`src/adcs_pkg.sv`:
```
// constants and types shared by the converter sequencer and its divider
`default_nettype none
package adcs_pkg;
   // internal clock is the input clock divided by this ratio
   localparam int unsigned DIV_RATIO  = 32'h0000_0004;
   localparam int unsigned CNT_W      = 32'h0000_000B;
   // conversion timing, in internal clock cycles
   localparam logic [10:0] CONV_LEN   = 11'h500;  // 1280 cycles per conversion
   localparam logic [10:0] INTEG_LEN  = 11'h100;  // 256 integrate cycles
   localparam logic [10:0] BUSY_FALL  = 11'h483;  // 1155 cycles after start
   localparam logic [10:0] BUSY_LEN   = 11'h344;  // 836 cycles high
   localparam logic [10:0] IGNORE_LEN = 11'h44C;  // 1100 cycles write lockout
   localparam logic [10:0] BUSY_RISE  = BUSY_FALL - BUSY_LEN;
   localparam logic [10:0] INTEG_BEG  = BUSY_RISE - INTEG_LEN;
   localparam logic [10:0] CONV_LAST  = CONV_LEN - 11'h001;
   localparam logic [10:0] TAIL_LEN   = CONV_LEN - BUSY_FALL; // 125 cycles
   // read window after busy falls: 443-1/2 internal cycles, kept in halves
   localparam int unsigned RD_WIN_HALVES = 32'h0000_0377;
   localparam logic [10:0] RD_WIN_SYS =
      11'(RD_WIN_HALVES * DIV_RATIO / 32'h0000_0002);
   // result layout
   localparam int unsigned MAG_W      = 32'h0000_000F;
   localparam int unsigned FLAG_BIT   = 32'h0000_0007;
   // continuous-mode byte order
   localparam logic [1:0]  BYTE_HI_POL  = 2'h0;
   localparam logic [1:0]  BYTE_LO      = 2'h1;
   localparam logic [1:0]  BYTE_HI_OVR  = 2'h2;
   typedef enum logic [0:0] {
      ADCS_IDLE = 1'b0,
      ADCS_RUN  = 1'b1
   } adcs_state_type;
endpackage
`default_nettype wire

```
`src/adcs_clkdiv.sv`:
```
// divider producing internal clock enable pulses and mid-cycle pulses
`default_nettype none
module adcs_clkdiv #(
   parameter int unsigned DIV = adcs_pkg::DIV_RATIO
) (
   input  wire logic sys_clk_i,
   input  wire logic resetn_i,
   output var  logic tick_o,
   output var  logic half_o
);
   import adcs_pkg::*;
   localparam int unsigned W = (DIV > 1) ? $clog2(DIV) : 1;
   localparam logic [W-1:0] LAST = W'(DIV - 1);
   localparam logic [W-1:0] MID  = W'(DIV / 2 - 1);

   logic [W-1:0] cnt_q;

   // free-running phase counter of the input clock
   always_ff @(posedge sys_clk_i or negedge resetn_i) begin
      if (!resetn_i) begin
         cnt_q <= '0;
      end else if (cnt_q == LAST) begin
         cnt_q <= '0;
      end else begin
         cnt_q <= cnt_q + W'(1);
      end
   end

   // tick starts an internal cycle, half marks its middle
   always_ff @(posedge sys_clk_i or negedge resetn_i) begin
      if (!resetn_i) begin
         tick_o <= 1'b0;
         half_o <= 1'b0;
      end else begin
         tick_o <= (cnt_q == LAST);
         half_o <= (cnt_q == MID);
      end
   end
endmodule
`default_nettype wire

```
`src/adcs_top.sv`:
```
// conversion sequencer and three-state result port of an integrating converter
`default_nettype none
module adcs_top (
   input  wire logic                       sys_clk_i,
   input  wire logic                       resetn_i,
   input  wire logic                       free_run_select_i,
   input  wire logic                       chip_sel_i,
   input  wire logic                       chip_en_n_i,
   input  wire logic                       wr_n_i,
   input  wire logic                       rd_n_i,
   input  wire logic                       byte_low_sel_i,
   input  wire logic                       sign_or_range_select_i,
   input  wire logic [adcs_pkg::MAG_W-1:0] mag_i,
   input  wire logic                       positive_i,
   input  wire logic                       overrange_i,
   output var  logic                       busy_o,
   output var  logic                       integrate_o,
   output var  logic                       data_valid_o,
   output var  logic [7:0]                 result_bus_o,
   output var  logic                       result_bus_oe_o
);
   import adcs_pkg::*;

   ////////////////////////////////////////////////////////////////////////
   // internal clock

   logic tick;
   logic half;

   adcs_clkdiv #(
      .DIV (DIV_RATIO)
   ) u_div (
      .sys_clk_i (sys_clk_i),
      .resetn_i  (resetn_i),
      .tick_o    (tick),
      .half_o    (half)
   );

   ////////////////////////////////////////////////////////////////////////
   // strobe qualification

   logic                 selected;
   logic                 wr_prev_q;
   logic                 rd_prev_q;
   logic                 wr_fall;
   logic                 rd_rise;
   adcs_state_type       state_q;
   adcs_state_type       state_d;
   logic [CNT_W-1:0]     cnt_q;
   logic [CNT_W-1:0]     cnt_d;
   logic                 req_q;
   logic                 req_d;
   logic                 conv_end;

   assign selected = chip_sel_i & ~chip_en_n_i;
   assign wr_fall  = selected & wr_prev_q & ~wr_n_i;
   assign rd_rise  = selected & ~rd_prev_q & rd_n_i;
   assign conv_end = (state_q == ADCS_RUN) & tick & (cnt_q == CONV_LAST);

   // strobe history; pins are already synchronous to the clock
   always_ff @(posedge sys_clk_i or negedge resetn_i) begin
      if (!resetn_i) begin
         wr_prev_q <= 1'b1;
         rd_prev_q <= 1'b1;
      end else begin
         wr_prev_q <= wr_n_i;
         rd_prev_q <= rd_n_i;
      end
   end

   ////////////////////////////////////////////////////////////////////////
   // conversion sequencer

   // a start request is honoured when idle or late enough in a conversion;
   // the set wins over the consume so a strobe in that cycle is kept
   always_comb begin
      logic set_req;
      logic take;
      set_req = 1'b0;
      take    = 1'b0;
      state_d = state_q;
      cnt_d   = cnt_q;
      if (!free_run_select_i && wr_fall) begin
         if (state_q == ADCS_IDLE) begin
            set_req = 1'b1;
         end else if (cnt_q >= IGNORE_LEN) begin
            set_req = 1'b1;
         end                                            // else
      end
      case (state_q)
         ADCS_IDLE: begin
            if (tick && (req_q || free_run_select_i)) begin
               state_d = ADCS_RUN;
               cnt_d   = '0;
               take    = 1'b1;
            end
         end
         ADCS_RUN: begin
            if (conv_end) begin
               cnt_d = '0;
               take  = 1'b1;
               if (!(req_q || free_run_select_i)) begin
                  state_d = ADCS_IDLE;
               end
            end else if (tick) begin
               cnt_d = cnt_q + 11'h001;
            end
         end
         default: begin
            state_d = ADCS_IDLE;
            cnt_d   = '0;
         end
      endcase
      req_d = set_req | (req_q & ~take);
   end

   always_ff @(posedge sys_clk_i or negedge resetn_i) begin
      if (!resetn_i) begin
         state_q <= ADCS_IDLE;
         cnt_q   <= '0;
         req_q   <= 1'b0;
      end else begin
         state_q <= state_d;
         cnt_q   <= cnt_d;
         req_q   <= req_d;
      end
   end

   // phase outputs decoded from the next count so they stay registered
   always_ff @(posedge sys_clk_i or negedge resetn_i) begin
      if (!resetn_i) begin
         busy_o      <= 1'b0;
         integrate_o <= 1'b0;
      end else begin
         busy_o      <= (state_d == ADCS_RUN) && (cnt_d >= BUSY_RISE)
                        && (cnt_d < BUSY_FALL);
         integrate_o <= (state_d == ADCS_RUN) && (cnt_d >= INTEG_BEG)
                        && (cnt_d < BUSY_RISE);
      end
   end

   ////////////////////////////////////////////////////////////////////////
   // result capture and validity

   logic                 busy_fall;
   logic [MAG_W-1:0]     mag_q;
   logic                 pos_q;
   logic                 ovr_q;

   // busy is decoded from the next count, so its fall is flagged on the last
   // busy tick; capture and valid then land on the same edge as the fall
   assign busy_fall = (state_q == ADCS_RUN) & tick & (cnt_q == BUSY_FALL - 11'h001);

   // the analog side's count is taken as the busy output falls
   always_ff @(posedge sys_clk_i or negedge resetn_i) begin
      if (!resetn_i) begin
         mag_q <= '0;
         pos_q <= 1'b0;
         ovr_q <= 1'b0;
      end else if (busy_fall) begin
         mag_q <= mag_i;
         pos_q <= positive_i;
         ovr_q <= overrange_i;
      end
   end

   // valid ends half an internal cycle before busy rises again
   always_ff @(posedge sys_clk_i or negedge resetn_i) begin
      if (!resetn_i) begin
         data_valid_o <= 1'b0;
      end else if (busy_fall) begin
         data_valid_o <= 1'b1;
      end else if (half && (state_q == ADCS_RUN) && (cnt_q == BUSY_RISE - 11'h001)) begin
         data_valid_o <= 1'b0;
      end
   end

   ////////////////////////////////////////////////////////////////////////
   // read window and byte sequencing

   logic [CNT_W-1:0]     win_q;
   logic [1:0]           idx_q;
   logic                 win_expire;

   assign win_expire = (win_q == 11'h001);

   // counts input clocks after busy falls; at its expiry the free-run byte counter restarts at the first byte
   always_ff @(posedge sys_clk_i or negedge resetn_i) begin
      if (!resetn_i) begin
         win_q <= '0;
      end else if (busy_fall) begin
         win_q <= RD_WIN_SYS;
      end else if (win_q != '0) begin
         win_q <= win_q - 11'h001;
      end
   end

   // free-run byte counter, stepped by each selected read strobe release
   always_ff @(posedge sys_clk_i or negedge resetn_i) begin
      if (!resetn_i) begin
         idx_q <= BYTE_HI_POL;
      end else if (busy_fall || win_expire) begin
         idx_q <= BYTE_HI_POL;
      end else if (free_run_select_i && rd_rise) begin
         idx_q <= (idx_q == BYTE_HI_OVR) ? BYTE_HI_POL : idx_q + 2'h1;
      end
   end

   ////////////////////////////////////////////////////////////////////////
   // bus output

   // one byte of the result: low byte, or high byte with a flag in bit 7
   function automatic logic [7:0] pick_byte(
      input logic             low,
      input logic             range_sel,
      input logic [MAG_W-1:0] mag,
      input logic             pos,
      input logic             ovr
   );
      logic [7:0] b;
      if (low) begin
         b = mag[7:0];
      end else begin
         b = {(range_sel ? ovr : pos), mag[MAG_W-1:8]};
      end
      return b;
   endfunction

   // the bus is steered every cycle; the enable alone gates the pins
   always_ff @(posedge sys_clk_i or negedge resetn_i) begin
      if (!resetn_i) begin
         result_bus_o <= 8'h00;
      end else if (free_run_select_i) begin
         result_bus_o <= pick_byte(idx_q == BYTE_LO, idx_q == BYTE_HI_OVR,
                                   mag_q, pos_q, ovr_q);
      end else begin
         result_bus_o <= pick_byte(byte_low_sel_i, sign_or_range_select_i,
                                   mag_q, pos_q, ovr_q);
      end
   end

   always_ff @(posedge sys_clk_i or negedge resetn_i) begin
      if (!resetn_i) begin
         result_bus_oe_o <= 1'b0;
      end else begin
         result_bus_oe_o <= selected & ~rd_n_i;
      end
   end

   ////////////////////////////////////////////////////////////////////////
   // checks

   logic [CNT_W-1:0] busy_len_q;
   logic [CNT_W-1:0] integ_len_q;

   // tick counts of the busy and integrate phases, for the checks only
   always_ff @(posedge sys_clk_i or negedge resetn_i) begin
      if (!resetn_i) begin
         busy_len_q  <= '0;
         integ_len_q <= '0;
      end else begin
         busy_len_q  <= !busy_o ? '0 : busy_len_q + CNT_W'(tick);
         integ_len_q <= !integrate_o ? '0 : integ_len_q + CNT_W'(tick);
      end
   end
endmodule
`default_nettype wire

```
`config.mk`:
```
export PLATFORM = sky130hd
export DESIGN_NAME = adcs_top
export DESIGN_NICKNAME = d
export VERILOG_FILES = /design/src/adcs_pkg.sv /design/src/adcs_clkdiv.sv /design/src/adcs_top.sv
export SDC_FILE = /design/constraint.sdc
export NUM_CORES = 1
export LEC_CHECK = 0
export ABC_AREA = 0
export BUFFER_PORTS_ARGS = -buffer_cell sky130_fd_sc_hd__clkbuf_2
export CAP_MARGIN = 25
export CORE_MARGIN = 1.5
export CORE_UTILIZATION = 60
export CTS_CLUSTER_SIZE = 20
export DETAILED_ROUTE_END_ITERATION = 8
export PLACE_DENSITY_LB_ADDON = 0.2
export SETUP_SLACK_MARGIN = 0.5
export SYNTH_ARGS = -nofsm -noshare
export SYNTH_HDL_FRONTEND = slang
export SYNTH_HIERARCHICAL = 1
export SYNTH_SLANG_ARGS = --single-unit
```
`constraint.sdc`:
```
create_clock -name sys_clk_i -period 4.7 [get_ports sys_clk_i]
set_clock_uncertainty 0.2 [all_clocks]
set_input_delay 0.94 -clock sys_clk_i [delete_from_list [all_inputs] [get_ports sys_clk_i]]
set_output_delay 0.94 -clock sys_clk_i [all_outputs]
set_load 0.02 [all_outputs]
```
==> impl_metrics.ini <==
[routing]
vias = 2250
firstDrtPassIters = 4
drtAntennaViolNets = 0
drt_iter0_markers = 220
drt-total-wl_um = 5795
via_per_inst = 5.653
drc = 0
wl_per_cell_um = 14.56

[sta]
drv_slew = 0
fin_crit_ps = 2815
fmax_ghz = 0.3552
finalSetupViolCount = 0
worst_pin_slew_ps = 910.7
setup_tns_ps = 0
final_min_period_over_clock_period = 0.5989
setup_ws_ps = 1885
rsz0062_at_grt = false
hold_viol = 0
slew_headroom = 0.3929

[clock_network]
path_clk_slew_ps = 70
ctsRootBufferMaster = clkbuf_8
post_cts_resized = 0
post-cts-setup-buffers = 0
htreeDepth = 3
clk_path_buf_depth = 2
clkSinkCount = 61
clk_latency_ps = 340
cts_buffers = 9
hold_buffers = 0
cts_tree = built

[setup_path]
arrival_ps = 2870
crit_buf_inv = 0
path_common_cell = nor3_1
cp-start-kind = flip-flop
timing.rr.end = integrate_o$_DFF_PN0_
worstSetupPathType = reg2reg
crit_required_ps = 4750
slowest_delay_ps = 670
crit_family = simple AND/OR/NAND/NOR gates
crit_fanout = 15
r2r_setup_slack_ps = 1880
cp-end-kind = flip-flop
cp_cell_sequence = nand2_1, or4_4, a221oi_2, nor3_1, a311o_1, xnor2_1, nor3_1
r2r_start = state_q$_DFF_PN0_
crit_path_top_delay_cell = dfrtp_1
rr_worst_depth = 7

[place]
port_buffers = 37
dpl.hpwl_um = 3969
placed_cell_area_um2 = 3103
place_inst = 382
place.gp.congestion = 0.8420
pre_cts_ws_ps = 1678

[floorplan]
initial_utilization = 0.6208
die_w_um = 72.68
dieArea_um2 = 5282
fp.dieH_um = 72.68
io_pins = 38
core_um2 = 4692
placementRows = 25

[cells_and_area]
most-common-layout-cells = 89 x nand2_1, 59 x dfrtp_1, 37 x clkbuf_2
layout.cells.most_common = nand2_1
design.final.nets = 372
antenna_cells = 0
stdcell_area_um2 = 3294
drive_gt1_frac = 0.2122
stdcell_count = 398
syn_to_final_growth_pct = 13.10

[flow_run]
max-cap-violations = 0

[outcome]
status = complete, no violations

[grt]
track_usage = 0.2487
antenna_found_initial = 0
grt_pass1_wl_um = 9798
overflow = 0
grt_max_degree = 33
grt_pass1_vias = 2149

[yosys]
synth_edf_count = 0
ys_ff_latch = 61
avgSynthCellArea_um2 = 9.709
syn_inst = 300
syn_nets = 333
synth_ff_type = dfrtp_1
netlist_area_um2 = 2913
synth_top_area_share = 0.5069
synth_top_cell_by_area = dfrtp_1
async_flop_share = 1.000
yosys_warnings = 6
seq_area_frac_synth = 0.5249
synth_cell_types = 48
synth.area.top_cells = dfrtp_1 51%, nand2_1 11%, mux2_2 3.1%

[power]
pwr_density_cell_nw_per_um2 = 465.7
irDropWorstVdd_mv = 0.3875
p_total_w = 0.001534
leakagePower_nw = 1.506

[hold_path]
min_to = u_div/cnt_q[0]$_DFF_PN0_
hold_depth = 1
min-delay-start = u_div/cnt_q[0]$_DFF_PN0_
hp-class = reg2reg
## worst max-delay path by stage
stage | slack [ps] | cells past startpoint | from | endpoint
CTS | 1900 | 7 | state_q$_DFF_PN0_ | integrate_o$_DFF_PN0_
floorplan | 2070 | 7 | free_run_select_i | integrate_o$_DFF_PN0_
finish | 1880 | 7 | state_q$_DFF_PN0_ | integrate_o$_DFF_PN0_
global placement | 1750 | 8 | free_run_select_i | integrate_o$_DFF_PN0_
detailed placement | 1680 | 8 | free_run_select_i | integrate_o$_DFF_PN0_
global route | 1700 | 7 | state_q$_DFF_PN0_ | busy_o$_DFF_PN0_
## metrics by stage
stage	hold WS, ps	util
floorplan	229.4	-
global placement	241.4	0.6613
detailed placement	255.0	0.6613
CTS	263.7	0.7021
global route	279.3	0.7021
finish	260.1	0.7021
## synthesized netlist by cell type, drive strengths merged, types with 2 or more instances
| master | n |
|---|---|
| o41ai | 2 |
| xnor2 | 8 |
| clkbuf | 9 |
| xor2 | 3 |
| dfrtp | 59 |
| nand2 | 89 |
| a21oi | 7 |
| inv | 11 |
| or3 | 3 |
| and3 | 2 |
| nor4 | 4 |
| nor3 | 9 |
| nand4bb | 2 |
| buf | 2 |
| nand3 | 9 |
| nand4 | 6 |
| mux2 | 8 |
| nor2 | 15 |
| o211ai | 6 |
| dfstp | 2 |
| o21ai | 9 |
| a22oi | 2 |
| mux2i | 4 |
| ha | 7 |
| nand4b | 2 |
| or4 | 5 |
| nor2b | 3 |
## final cells by class
cell class	instances	area, um2
sequential	61	1529
fill	381	1398
multi-input combinational	217	1265
timing repair buffer	39	200.2
clock buffer	10	127.6
tap	54	67.56
clock inverter	6	63.81
inverter	11	41.29
## registers in the layout, summed over array words and instances, names as in the netlist, 2 cells and up
register	count
mag_q	15
cnt_q	11
win_q	11
result_bus_o	8
idx_q	2
u_div/cnt_q	2
## metal layers
| metal | share of wire | up-vias | track usage |
|---|---|---|---|
| li1 | - | 1105 | - |
| met1 | 0.44 | 1089 | 0.3284 |
| met2 | 0.50 | 47 | 0.3935 |
| met3 | 0.040 | 9 | 0.07182 |
| met4 | 0.013 | 0 | 0.09015 |
| met5 | 0 | - | 0 |
## power breakdown
group | switching [W] | internal, W | leakage, nW | total [W]
registers | 0.000122 | 0.000620 | 0.664 | 0.000741
clock network | 0.000205 | 0.000244 | 0.0923 | 0.000449
logic | 0.000195 | 0.000149 | 0.750 | 0.000344
total | 0.000522 | 0.00101 | 1.51 | 0.00153
## cell families after synthesis
| group | synth area share |
|---|---|
| and+or+nand+nor | 0.2461 |
| DFF | 0.5249 |
| AOI/OAI and AO/OA | 0.07818 |
| buffers and inverters | 0.04296 |
| muxes | 0.04468 |
| xor gates and xnor gates | 0.03308 |
| adders and majority gates | 0.03007 |
Power figures use the tool's default switching activity.
